==> src/rtl/timer_pkg.sv <==
// Purpose: Shared constants and types for the 16-bit timer/counter
// Assumes: One 40 MHz clock, settings arrive as plain ports
// Notes: Mode and clock-source encodings are local choices
`default_nettype none
package timer_pkg;
  localparam int CNT_W = 16;
  localparam int PRESC_W = 3;
  localparam logic [15:0] CNT_RESET = 16'h0000;
  localparam logic [15:0] TOP_RESET = 16'hFFFF;
  localparam logic [11:0] PRESC_RESET = 12'h000;

  typedef enum logic [1:0] {
    MODE_WATCHDOG,
    MODE_CTC,
    MODE_FAST_PWM,
    MODE_PFC_PWM
  } mode_t;

  typedef enum logic [1:0] {
    SRC_CLOCK,
    SRC_CAPTURE_PIN,
    SRC_STOPPED
  } clk_src_t;

  typedef struct packed {
    logic enable;
    mode_t mode;
    clk_src_t clk_src;
    logic [2:0] presc_sel;
    logic [15:0] top;
    logic [15:0] compare;
    logic capture_en;
    logic bus_present;
    logic irq_en_ovf;
    logic irq_en_cmp;
    logic irq_en_cap;
    logic oc_invert;
  } timer_cfg_t;

  typedef struct packed {
    logic ovf;
    logic cmp;
    logic cap;
  } timer_flags_t;
endpackage
`default_nettype wire

==> src/rtl/timer_prescaler.sv <==
// Purpose: Prescaler producing a one-cycle count enable
// Assumes: Source tick is a same-clock qualifier
// Notes: Divide ratio is 2 to the power of the select value
`default_nettype none
module timer_prescaler
  import timer_pkg::*;
#(
  parameter int DIV_W = 12
) (
  // Clock and reset
  input wire logic clk,
  input wire logic rst_n,
  // Control
  input wire logic src_tick,
  input wire logic [2:0] sel,
  // Enable out
  output logic tick
);
  logic [DIV_W-1:0] div_reg, div_next;
  logic tick_reg, tick_next;
  logic [DIV_W-1:0] mask;

  always_comb begin
    mask = DIV_W'((1 << sel) - 1);
    div_next = div_reg;
    tick_next = 1'b0;
    if (src_tick) begin
      if ((div_reg & mask) == mask) begin
        div_next = '0;
        tick_next = 1'b1;
      end else begin
        div_next = div_reg + 1'b1;
      end
    end
  end

  always_ff @(posedge clk or negedge rst_n) begin
    if (!rst_n) begin
      div_reg <= DIV_W'(PRESC_RESET);
      tick_reg <= 1'b0;
    end else begin
      div_reg <= div_next;
      tick_reg <= tick_next;
    end
  end

  assign tick = tick_reg;
endmodule
`default_nettype wire

==> src/rtl/hard_timer_counter.sv <==
// Purpose: 16-bit up/down timer with compare, PWM and capture
// Assumes: Settings held stable or driven by fabric logic
// Notes: Flags clear on a one-cycle clear pulse; set wins
//
// Operation
// A 16-bit counter counting up or down.
// Modes: watchdog, clear on compare, fast PWM, phase-frequency correct PWM.
// Selectable count clock source followed by a programmable prescaler.
// Independent compare unit drives a waveform on the compare output.
// PWM output glitch free, with adjustable period through top value.
// Three interrupt causes: overflow, compare match, input capture.
// One static interrupt output toward user logic.
// One wake-up interrupt line to the standby controller.
// Synchronised rising capture edge stores count in capture register, in non-PWM modes with bus present.
// With bus, irq gated by enables; without, irq shows overflow.
// Registers reached by fabric master; here exposed as plain ports.
// Stand-alone operation from preloaded settings, with direct reset input.
// Reset-pin enable preloaded so the direct reset always acts.
// Direct reset is active low and holds count, flags, outputs.
`default_nettype none
module hard_timer_counter
  import timer_pkg::*;
#(
  parameter logic RESET_PIN_ENABLE_SETTING = 1'b1
) (
  // Clock and reset
  input wire logic clk,
  input wire logic rst_n,
  input wire logic timer_reset_low,
  // Settings from fabric or preload
  input wire timer_cfg_t cfg,
  input wire logic [2:0] flag_clear,
  // Pins
  input wire logic capture_trigger_in,
  output logic compare_waveform_out,
  output logic timer_irq_out,
  output logic wakeup_irq_out,
  // Status
  output logic [15:0] count_value,
  output logic [15:0] capture_register,
  output timer_flags_t flags,
  output logic count_down
);
  // ===========================================================
  // Reset and input synchronisers
  // ===========================================================
  logic [1:0] rst_sync_reg;
  logic [2:0] cap_sync_reg;
  logic run_rst_n;
  logic cap_rise;

  always_ff @(posedge clk or negedge rst_n) begin
    if (!rst_n) begin
      rst_sync_reg <= 2'h0;
      cap_sync_reg <= 3'h0;
    end else begin
      rst_sync_reg <= {rst_sync_reg[0], timer_reset_low};
      cap_sync_reg <= {cap_sync_reg[1:0], capture_trigger_in};
    end
  end

  assign run_rst_n = rst_sync_reg[1] | ~RESET_PIN_ENABLE_SETTING;
  assign cap_rise = cap_sync_reg[1] & ~cap_sync_reg[2];

  // ===========================================================
  // Clock source and prescaler
  // ===========================================================
  logic src_tick;
  logic cnt_tick;

  always_comb begin
    case (cfg.clk_src)
      SRC_CLOCK: src_tick = cfg.enable;
      SRC_CAPTURE_PIN: src_tick = cfg.enable & cap_rise;
      SRC_STOPPED: src_tick = 1'b0;
      default: src_tick = 1'b0;
    endcase
  end

  timer_prescaler #(.DIV_W(12)) u_presc (
    .clk(clk),
    .rst_n(rst_n),
    .src_tick(src_tick),
    .sel(cfg.presc_sel),
    .tick(cnt_tick)
  );

  // ===========================================================
  // Counter, compare and flags
  // ===========================================================
  logic [15:0] cnt_reg, cnt_next;
  logic dir_reg, dir_next;
  logic [15:0] cmp_buf_reg, cmp_buf_next;
  logic [15:0] top_buf_reg, top_buf_next;
  logic [15:0] icr_reg, icr_next;
  logic oc_reg, oc_next;
  timer_flags_t flg_reg, flg_next;
  logic irq_reg, irq_next;
  logic wake_reg, wake_next;
  logic ev_ovf, ev_cmp, ev_cap;
  logic pwm_mode;

  assign pwm_mode = (cfg.mode == MODE_FAST_PWM) || (cfg.mode == MODE_PFC_PWM);

  always_comb begin
    cnt_next = cnt_reg;
    dir_next = dir_reg;
    cmp_buf_next = cmp_buf_reg;
    top_buf_next = top_buf_reg;
    oc_next = oc_reg;
    ev_ovf = 1'b0;
    ev_cmp = 1'b0;
    ev_cap = 1'b0;
    if (!pwm_mode) begin
      cmp_buf_next = cfg.compare;
      top_buf_next = cfg.top;
    end
    if (cnt_tick) begin
      ev_cmp = (cnt_reg == cmp_buf_reg);
      case (cfg.mode)
        MODE_WATCHDOG: begin
          cnt_next = cnt_reg + 16'h0001;
          ev_ovf = (cnt_reg == TOP_RESET);
        end
        MODE_CTC: begin
          if (cnt_reg == cmp_buf_reg) begin
            cnt_next = CNT_RESET;
            oc_next = ~oc_reg;
          end else begin
            cnt_next = cnt_reg + 16'h0001;
          end
          ev_ovf = (cnt_reg == TOP_RESET);
        end
        MODE_FAST_PWM: begin
          if (cnt_reg >= top_buf_reg) begin
            cnt_next = CNT_RESET;
            ev_ovf = 1'b1;
            cmp_buf_next = cfg.compare;
            top_buf_next = cfg.top;
            oc_next = (cfg.compare != CNT_RESET);
          end else begin
            cnt_next = cnt_reg + 16'h0001;
            if (cnt_reg + 16'h0001 == cmp_buf_reg) begin
              oc_next = 1'b0;
            end
          end
        end
        MODE_PFC_PWM: begin
          if (!dir_reg) begin
            if (cnt_reg >= top_buf_reg) begin
              dir_next = 1'b1;
              cnt_next = cnt_reg - 16'h0001;
            end else begin
              cnt_next = cnt_reg + 16'h0001;
            end
          end else if (cnt_reg == CNT_RESET) begin
            dir_next = 1'b0;
            cnt_next = cnt_reg + 16'h0001;
            ev_ovf = 1'b1;
            cmp_buf_next = cfg.compare;
            top_buf_next = cfg.top;
          end else begin
            cnt_next = cnt_reg - 16'h0001;
          end
          oc_next = (cnt_next < cmp_buf_next);
        end
        default: cnt_next = cnt_reg;
      endcase
    end
    if (!pwm_mode) begin
      dir_next = 1'b0;
    end
    icr_next = icr_reg;
    if (cfg.capture_en && !pwm_mode && cfg.bus_present && cap_rise) begin
      ev_cap = 1'b1;
      icr_next = cnt_reg;
    end
    flg_next.ovf = ev_ovf | (flg_reg.ovf & ~flag_clear[0]);
    flg_next.cmp = ev_cmp | (flg_reg.cmp & ~flag_clear[1]);
    flg_next.cap = ev_cap | (flg_reg.cap & ~flag_clear[2]);
    if (cfg.bus_present) begin
      irq_next = (flg_next.ovf & cfg.irq_en_ovf) | (flg_next.cmp & cfg.irq_en_cmp)
        | (flg_next.cap & cfg.irq_en_cap);
    end else begin
      irq_next = flg_next.ovf;
    end
    wake_next = irq_next;
  end

  always_ff @(posedge clk or negedge rst_n) begin
    if (!rst_n) begin
      cnt_reg <= CNT_RESET;
      dir_reg <= 1'b0;
      cmp_buf_reg <= TOP_RESET;
      top_buf_reg <= TOP_RESET;
      icr_reg <= CNT_RESET;
      oc_reg <= 1'b0;
      flg_reg <= '0;
      irq_reg <= 1'b0;
      wake_reg <= 1'b0;
    end else if (!run_rst_n) begin
      cnt_reg <= CNT_RESET;
      dir_reg <= 1'b0;
      cmp_buf_reg <= TOP_RESET;
      top_buf_reg <= TOP_RESET;
      icr_reg <= CNT_RESET;
      oc_reg <= 1'b0;
      flg_reg <= '0;
      irq_reg <= 1'b0;
      wake_reg <= 1'b0;
    end else begin
      cnt_reg <= cnt_next;
      dir_reg <= dir_next;
      cmp_buf_reg <= cmp_buf_next;
      top_buf_reg <= top_buf_next;
      icr_reg <= icr_next;
      oc_reg <= oc_next;
      flg_reg <= flg_next;
      irq_reg <= irq_next;
      wake_reg <= wake_next;
    end
  end

  // ===========================================================
  // Outputs
  // ===========================================================
  logic oc_out_reg;
  always_ff @(posedge clk or negedge rst_n) begin
    if (!rst_n) begin
      oc_out_reg <= 1'b0;
    end else begin
      oc_out_reg <= run_rst_n & (oc_next ^ cfg.oc_invert);
    end
  end

  assign compare_waveform_out = oc_out_reg;
  assign timer_irq_out = irq_reg;
  assign wakeup_irq_out = wake_reg;
  assign count_value = cnt_reg;
  assign capture_register = icr_reg;
  assign flags = flg_reg;
  assign count_down = dir_reg;

  // ===========================================================
  // Checks
  // ===========================================================
  a_reset_holds_count: assert property (@(posedge clk) disable iff (!rst_n)
    !run_rst_n |=> (cnt_reg == CNT_RESET && !irq_reg))
    else $error("count not held in direct reset");
  a_capture_stamps: assert property (@(posedge clk) disable iff (!rst_n)
    (run_rst_n && ev_cap) |=> (icr_reg == $past(cnt_reg)))
    else $error("capture value wrong");
  a_flag_set_wins: assert property (@(posedge clk) disable iff (!rst_n)
    (run_rst_n && ev_ovf) |=> flg_reg.ovf)
    else $error("overflow flag lost");
  a_irq_standalone: assert property (@(posedge clk) disable iff (!rst_n)
    (run_rst_n && !cfg.bus_present) |=> (timer_irq_out == $past(flg_next.ovf)))
    else $error("standalone irq not overflow");
  a_wake_follows: assert property (@(posedge clk) disable iff (!rst_n)
    wakeup_irq_out == timer_irq_out)
    else $error("wake line differs");
  a_count_up_watchdog: assert property (@(posedge clk) disable iff (!rst_n)
    (run_rst_n && cnt_tick && cfg.mode == MODE_WATCHDOG)
    |=> (cnt_reg == $past(cnt_reg) + 16'h0001))
    else $error("watchdog count not incremented");
  a_ctc_clears: assert property (@(posedge clk) disable iff (!rst_n)
    (run_rst_n && cnt_tick && cfg.mode == MODE_CTC && cnt_reg == cmp_buf_reg)
    |=> cnt_reg == CNT_RESET)
    else $error("ctc not cleared");
  a_pfc_bounds: assert property (@(posedge clk) disable iff (!rst_n)
    (run_rst_n && cnt_tick && cfg.mode == MODE_PFC_PWM && dir_reg && cnt_reg == 16'h0000)
    |=> !dir_reg ##0 flg_reg.ovf)
    else $error("pfc bottom not turned");
endmodule
`default_nettype wire

==> config.mk <==
export PLATFORM = sky130hd
export DESIGN_NAME = hard_timer_counter
export DESIGN_NICKNAME = d
export VERILOG_FILES = /design/src/rtl/timer_pkg.sv /design/src/rtl/timer_prescaler.sv /design/src/rtl/hard_timer_counter.sv
export SDC_FILE = /design/constraint.sdc
export NUM_CORES = 1
export LEC_CHECK = 0
export BUFFER_PORTS_ARGS = -buffer_cell sky130_fd_sc_hd__buf_4
export CAP_MARGIN = 10
export CORE_MARGIN = 10
export CORE_UTILIZATION = 54
export DETAILED_ROUTE_END_ITERATION = 16
export PLACE_DENSITY = 0.78
export SLEW_MARGIN = 5
export SYNTH_ARGS = -nofsm -noshare
export SYNTH_HDL_FRONTEND = slang
export SYNTH_SLANG_ARGS = --single-unit
==> constraint.sdc <==
create_clock -name clk -period 4 [get_ports clk]
set_input_delay 0.4 -clock clk [delete_from_list [all_inputs] [get_ports clk]]
set_output_delay 0.4 -clock clk [all_outputs]
set_load 0.005 [all_outputs]
==> impl_metrics.env, run 1 <==
export IMPL_outcome="finished, violations left"
export IMPL_violations="negative setup slack"
export IMPL_cp_data_arrival_time_ns=4.25
export IMPL_postSynthAreaPerCell_um2=8.32
export IMPL_ys_warn_count=0
export IMPL_synth_edff_count=0
export IMPL_clock_latency_ns=0.36
export IMPL_diodes=0
export IMPL_grt_max_degree=75
export IMPL_regArea_mm2=0.00224
export IMPL_muxShareOfSynthArea_pct=8.01
export IMPL_synthArstFlopShare_pct=100
export IMPL_avgViaCountPerCell=6.47
export IMPL_fin_nets=1114
export IMPL_fmax_mhz=249
export IMPL_finalCriticalPeriod_ns=4.01
export IMPL_syn_inst=918
export IMPL_final_setup_worst_slack_ns=-0.00992
export IMPL_gp_routability_congestion=1.07
export IMPL_ys_flop_type="dfrtp_1"
export IMPL_power_frac_seq_pct=44.5
export IMPL_synth_xor_area_share_pct=4.91
export IMPL_fin_skew_ns=0.00771
export IMPL_synth_compound_area_share_pct=27.5
export IMPL_syn_num_nets=1006
export IMPL_cts_sinks=88
export IMPL_numCtsBuffers=9
export IMPL_synth_simple_area_share_pct=18.8
export IMPL_synth_largest_area_cell="dfrtp_1"
export IMPL_antenna_found_initial=0
export IMPL_tightest_slew_ns=0.912
export IMPL_ant_nets=0
export IMPL_synth_commonest_cells="o21ai_0, nand2_1, mux2i_1"
export IMPL_clock_root_buffer="clkbuf_16"
export IMPL_overflow=0
export IMPL_stdcell_count=1211
export IMPL_slew_violations=0
export IMPL_die_y_um=139
export IMPL_h_tree_depth=3
export IMPL_synthDistinctLibCells=64
export IMPL_critPathKind="reg2reg"
export IMPL_drt_pass1_iter_count=6
export IMPL_row_count=43
export IMPL_p_clk_share_pct=37.4
export IMPL_cts_max_path_buffers=2
export IMPL_port_buffer_count=91
export IMPL_wl_um=26300
export IMPL_cts_tree="built"
export IMPL_switchingPower_mw=0.670
export IMPL_synth_top_family_by_area="compound AO/OA/AOI/OAI gates"
export IMPL_grt_use_total_pct=25.8
export IMPL_finalSetupViolCount=1
export IMPL_cap_violations=0
export IMPL_yosysMostFrequentCell="o21ai_0"
export IMPL_power_frac_comb_pct=18.1
export IMPL_drive_gt1_share_pct=24.7
export IMPL_crit_path_end_kind="register"
export IMPL_die_x_um=139
export IMPL_pin_count=92
export IMPL_synthTopCellsByArea="dfrtp_1, dfstp_2, mux2i_1"
export IMPL_cp_required_ns=4.24
export IMPL_vias=7833
export IMPL_dp_hpwl_um=18600
export IMPL_drtIter0Drc=975
export IMPL_num_fill_cells=1170
export IMPL_grt_first_pass_wirelength_um=41400
export IMPL_dieArea_mm2=0.0193
export IMPL_dpl_cell_area_mm2=0.00877
export IMPL_crit_fanout=3
export IMPL_grt_pass1_vias=7588
export IMPL_leakagePower_nw=4.22
export IMPL_p_sw_share_pct=28.9
export IMPL_area_delta_synth_final_pct=21.9
export IMPL_drc=0
export IMPL_fp_coreArea_mm2=0.0139
export IMPL_yosysSeqAreaShare_pct=29.3
export IMPL_hold_viol=0
export IMPL_synthesis_area_mm2=0.00764
export IMPL_final_cell_area_mm2=0.00932
export IMPL_synth_top_area_share_pct=18.3
export IMPL_start_util_pct=55.1
export IMPL_p_int_mw=1.65
export IMPL_place_ws_ns=-0.128
export IMPL_totalPowerFinal_mw=2.32
export IMPL_synth_fa_ha_area_share_pct=5.73
export IMPL_peakVddDrop_mv=0.254
export IMPL_power_density_mw_per_mm2=249
export IMPL_rsz0062_at_grt="yes"
export IMPL_synth_seq_cells=88
export IMPL_place_inst=1186
export IMPL_min_period_over_period_pct=100
export IMPL_multiInputGateArea_mm2=0.00517
export IMPL_clk_pin_slew_ns=0.06
export IMPL_critPathLaunchType="register"
export IMPL_relSlewSlack_pct=39.1
export IMPL_wl_per_cell_um=21.7
export IMPL_hold_path_class="in2reg"
## cell type report
class | instances | area share, %
Clock inverter | 1 | 0.322
Sequential cell | 88 | 24.1
Timing Repair Buffer | 169 | 13.8
Multi-Input combinational cell | 730 | 55.5
Clock buffer | 15 | 2.77
Tap cell | 180 | 2.42
Inverter | 28 | 1.13
## metal layers
| metal | track usage, % | vias to the layer above | share of wire, % |
|---|---|---|---|
| met5 | 0 | - | 0 |
| met4 | 7.80 | 0 | 2.7 |
| met3 | 6.37 | 74 | 9.3 |
| met2 | 40.9 | 418 | 47 |
| met1 | 33.6 | 3715 | 41 |
| li1 | - | 3626 | - |
## final timing paths
kind	start	endpoint	slack (ns)	depth (start not counted)
setup / recovery	top_buf_reg[6]	compare_waveform_out	-0.01	19
hold / removal	capture_trigger_in	cap_sync_reg[0]	0.15	1
min in group asynchronous	rst_n	count_value[2]	0.16	1
max in group asynchronous	rst_n	top_buf_reg[9]	2.93	2
setup reg to reg	top_buf_reg[6]	compare_waveform_out	-0.01	19
hold reg to reg	cap_sync_reg[0]	cap_sync_reg[1]	0.35	0
## cell usage in the layout, fill, tap and decap left out, drive strengths merged, types with 27 or more instances in the layout
cell and instances:
nand2 90, a21oi 49, buf 167, nor2 31, o21ai 99, dfrtp 56, ha 35, inv 27
mux2i 60, xnor2 28, dfstp 32
## power by group through the flow
stage / combinational, mW / sequential, mW / clock, mW
after floorplan: 0.259 / 1.02 / 0
after global placement: 0.395 / 1.04 / 0
after detailed placement: 0.404 / 1.04 / 0
after CTS: 0.407 / 1.03 / 0.880
after global routing: 0.467 / 1.04 / 0.907
final: 0.420 / 1.03 / 0.868
## stage by stage
stage	util, %	hold WS [ns]	TNS (ns)
2_1_floorplan	-	0.104	0
3_3_place_gp	63.2	0.332	-0.0623
3_5_place_dp	63.2	0.340	-0.177
4_1_cts	65.8	0.138	0
5_1_grt	67.1	0.139	-0.384
6_report	67.1	0.149	-0.00992
## logic make-up (layout without fill, tap and decap cells)
kind of cell,count (synthesis),after routing
AND/OR/NAND/NOR,274,274
XOR/XNOR,42,42
adder cells (fa/ha/maj),35,35
AO/OA/AOI/OAI,318,318
buffers and inverters,100,213
multiplexers,61,61
flip-flops,88,88
## critical path, cell delays in order (launching register included)
cell and delay [ns]:
dfstp_2 0.52, inv_1 0.05, ha_1 0.30, a21o_1 0.18, a211oi_2 0.27, o21ai_2 0.12
buf_4 0.15, a21oi_2 0.23, nand2b_1 0.13, o22a_1 0.22, mux2i_1 0.22, ha_2 0.33
o21a_1 0.19, o21ai_0 0.14, nand2b_1 0.09, a21oi_1 0.23, a2111o_1 0.12, a22oi_1 0.07
o32a_2 0.20, mux2i_1 0.12
## repair_timing
| item | in CTS | in global routing |
|---|---|---|
| endpoints found under the setup margin | 2 | 2 |
| gates cloned | 1 | 0 |
| pin swaps | 4 | 17 |
| buffers inserted | 2 | 6 |
| hold buffers | 0 | 0 |
| gates resized for setup | 11 | 28 |
No activity file was read; power rests on OpenSTA's default activity.
==> run 2, diff against run 1 <==
--- a/config.mk
+++ b/config.mk
@@ -11,6 +11,7 @@
 export CORE_UTILIZATION = 54
 export DETAILED_ROUTE_END_ITERATION = 16
 export PLACE_DENSITY = 0.78
+export SETUP_SLACK_MARGIN = 0.02
 export SLEW_MARGIN = 5
 export SYNTH_ARGS = -nofsm -noshare
 export SYNTH_HDL_FRONTEND = slang
==> run 2 against run 1 <==
Effect of this change:
- the flow still finishes with violations (negative setup slack)
- sequential power about the same
- sequential share of layout area down 0.51 points
- flip-flop and latch count unchanged
- register-to-register slack about the same
- global-route usage up 0.33 points
- clock skew up 0.0018 ns
- critical path depth unchanged
- non-clock buffer count up 9
- largest cell class unchanged
- highest routed layer unchanged
==> impl_metrics.env, run 2 (synthesis results as in run 1) <==
export IMPL_cap_violations=0
export IMPL_crit_fanout=3
export IMPL_antenna_found_initial=0
export IMPL_clock_root_buffer="clkbuf_16"
export IMPL_num_fill_cells=1150
export IMPL_outcome="finished, violations left"
export IMPL_ant_nets=0
export IMPL_h_tree_depth=3
export IMPL_hold_buffers=0
export IMPL_wl_per_cell_um=21.8
export IMPL_fin_nets=1123
export IMPL_gp_routability_congestion=1.03
export IMPL_fp_coreArea_mm2=0.0139
export IMPL_relSlewSlack_pct=28.6
export IMPL_critical_path_cell_chain="inv_1 -> ha_1 -> o21a_1 -> o21ai_1 -> o21ai_1 -> buf_4 -> buf_4 -> a21oi_2 -> nand2b_1 -> o22a_1 -> mux2i_1 -> ha_1 -> a21o_1 -> a21o_1 -> a211oi_2 -> a2111o_1 -> a22oi_2 -> o32a_4 -> mux2i_1"
export IMPL_finalSetupViolCount=1
export IMPL_tightest_slew_ns=1.07
export IMPL_wl_um=26600
export IMPL_numCtsBuffers=9
export IMPL_grt_first_pass_wirelength_um=41700
export IMPL_slew_violations=0
export IMPL_row_count=43
export IMPL_hold_viol=0
export IMPL_cts_tree="built"
export IMPL_dieArea_mm2=0.0193
export IMPL_final_setup_worst_slack_ns=-0.0185
export IMPL_drive_gt1_share_pct=27.0
export IMPL_port_buffer_count=91
export IMPL_die_x_um=139
export IMPL_slowest_stage="dfstp_2"
export IMPL_drtIter0Drc=1098
export IMPL_final_util_pct=68.6
export IMPL_fmax_mhz=249
export IMPL_diodes=0
export IMPL_min_period_over_period_pct=100
export IMPL_crit_path_end_kind="register"
export IMPL_vias=8061
export IMPL_leakagePower_nw=4.29
export IMPL_start_util_pct=55.1
export IMPL_die_y_um=139
export IMPL_pin_count=92
export IMPL_violations="negative setup slack"
export IMPL_area_delta_synth_final_pct=24.5
export IMPL_cts_max_path_buffers=2
export IMPL_cts_sinks=88
export IMPL_final_common_cell="buf_4"
export IMPL_totalPowerFinal_mw=2.41
export IMPL_grt_use_total_pct=26.1
export IMPL_finalCriticalPeriod_ns=4.02
export IMPL_peakVddDrop_mv=0.257
export IMPL_clock_latency_ns=0.36
export IMPL_avgViaCountPerCell=6.61
export IMPL_critical_path_buf_inv_count=3
export IMPL_fin_skew_ns=0.00950
export IMPL_grt_max_degree=62
export IMPL_power_density_mw_per_mm2=254
export IMPL_final_cell_mix="buf_4, o21ai_0, nand2_1, mux2i_1, dfrtp_1"
export IMPL_slowest_delay_ns=0.54
export IMPL_cp_required_ns=4.28
export IMPL_grt_pass1_vias=7848
export IMPL_place_ws_ns=-0.0984
export IMPL_dp_hpwl_um=18600
export IMPL_rsz0062_at_grt="yes"
export IMPL_hold_path_class="in2reg"
export IMPL_drt_pass1_iter_count=5
export IMPL_clk_pin_slew_ns=0.07
export IMPL_drc=0
export IMPL_path_delay_family="compound AO/OA/AOI/OAI gates"
export IMPL_critPathLaunchType="register"
export IMPL_critPathKind="reg2reg"
export IMPL_cp_data_arrival_time_ns=4.30
export IMPL_overflow=0
run 2: what timing repair did:
item / 4_1_cts / 5_1_grt
endpoints found under the setup margin: 2 / 2
buffers inserted: 9 / 4
pin swaps: 18 / 18
gates resized for setup: 17 / 35
gates cloned: 1 / 0
run 2: area by class of cell:
cell class	count	area [um^2]	area share, %
clock buffers	9	225	2.37
flip-flops and latches	88	2240	23.6
repair buffers	178	1360	14.3
well taps	180	225	2.37
multi-input cells	730	5260	55.2
inverters	28	105	1.10
clock inverters	7	104	1.09
run 2: path summary, 6_finish.rpt:
check                           cells after the start  slack (ns)              endpoint                from
worst max-delay path                               19       -0.02  compare_waveform_out      top_buf_reg[2]
worst min-delay path                                1        0.14       cap_sync_reg[0]  capture_trigger_in
worst max register to register                     19       -0.02  compare_waveform_out      top_buf_reg[2]
worst min register to register                      0        0.35       rst_sync_reg[1]     rst_sync_reg[0]
max in group asynchronous                           2        3.02       top_buf_reg[10]               rst_n
min in group asynchronous                           1        0.15   u_presc.div_reg[10]               rst_n
run 2: report_power, final:
| part | internal, mW | switching, mW | leakage (nW) | total [mW] |
|---|---|---|---|---|
| sequential | 0.964 | 0.0725 | 1.09 | 1.04 |
| combinational | 0.188 | 0.240 | 3.04 | 0.429 |
| clock | 0.555 | 0.393 | 0.154 | 0.948 |
run 2: through the flow:
| stage | cells | setup TNS (ns) | instance area, um^2 | hold slack [ns] |
|---|---|---|---|---|
| floorplan | 918 | 0 | 7680 | 0.104 |
| global placement | 1191 | -0.0245 | 8830 | 0.334 |
| detailed placement | 1191 | -0.0984 | 8830 | 0.336 |
| CTS | 1217 | -0.0250 | 9320 | 0.137 |
| global route | 1220 | -0.315 | 9520 | 0.137 |
| finish | 1220 | -0.0185 | 9520 | 0.143 |
run 2: layer usage:
metal	wire length (um)	vias to the layer above	global-route usage, %
met1	10700	3825	32.9
met2	12400	501	41.2
met3	2490	90	5.45
met4	1020	0	13.2
li1	-	3645	-
met5	0	-	0
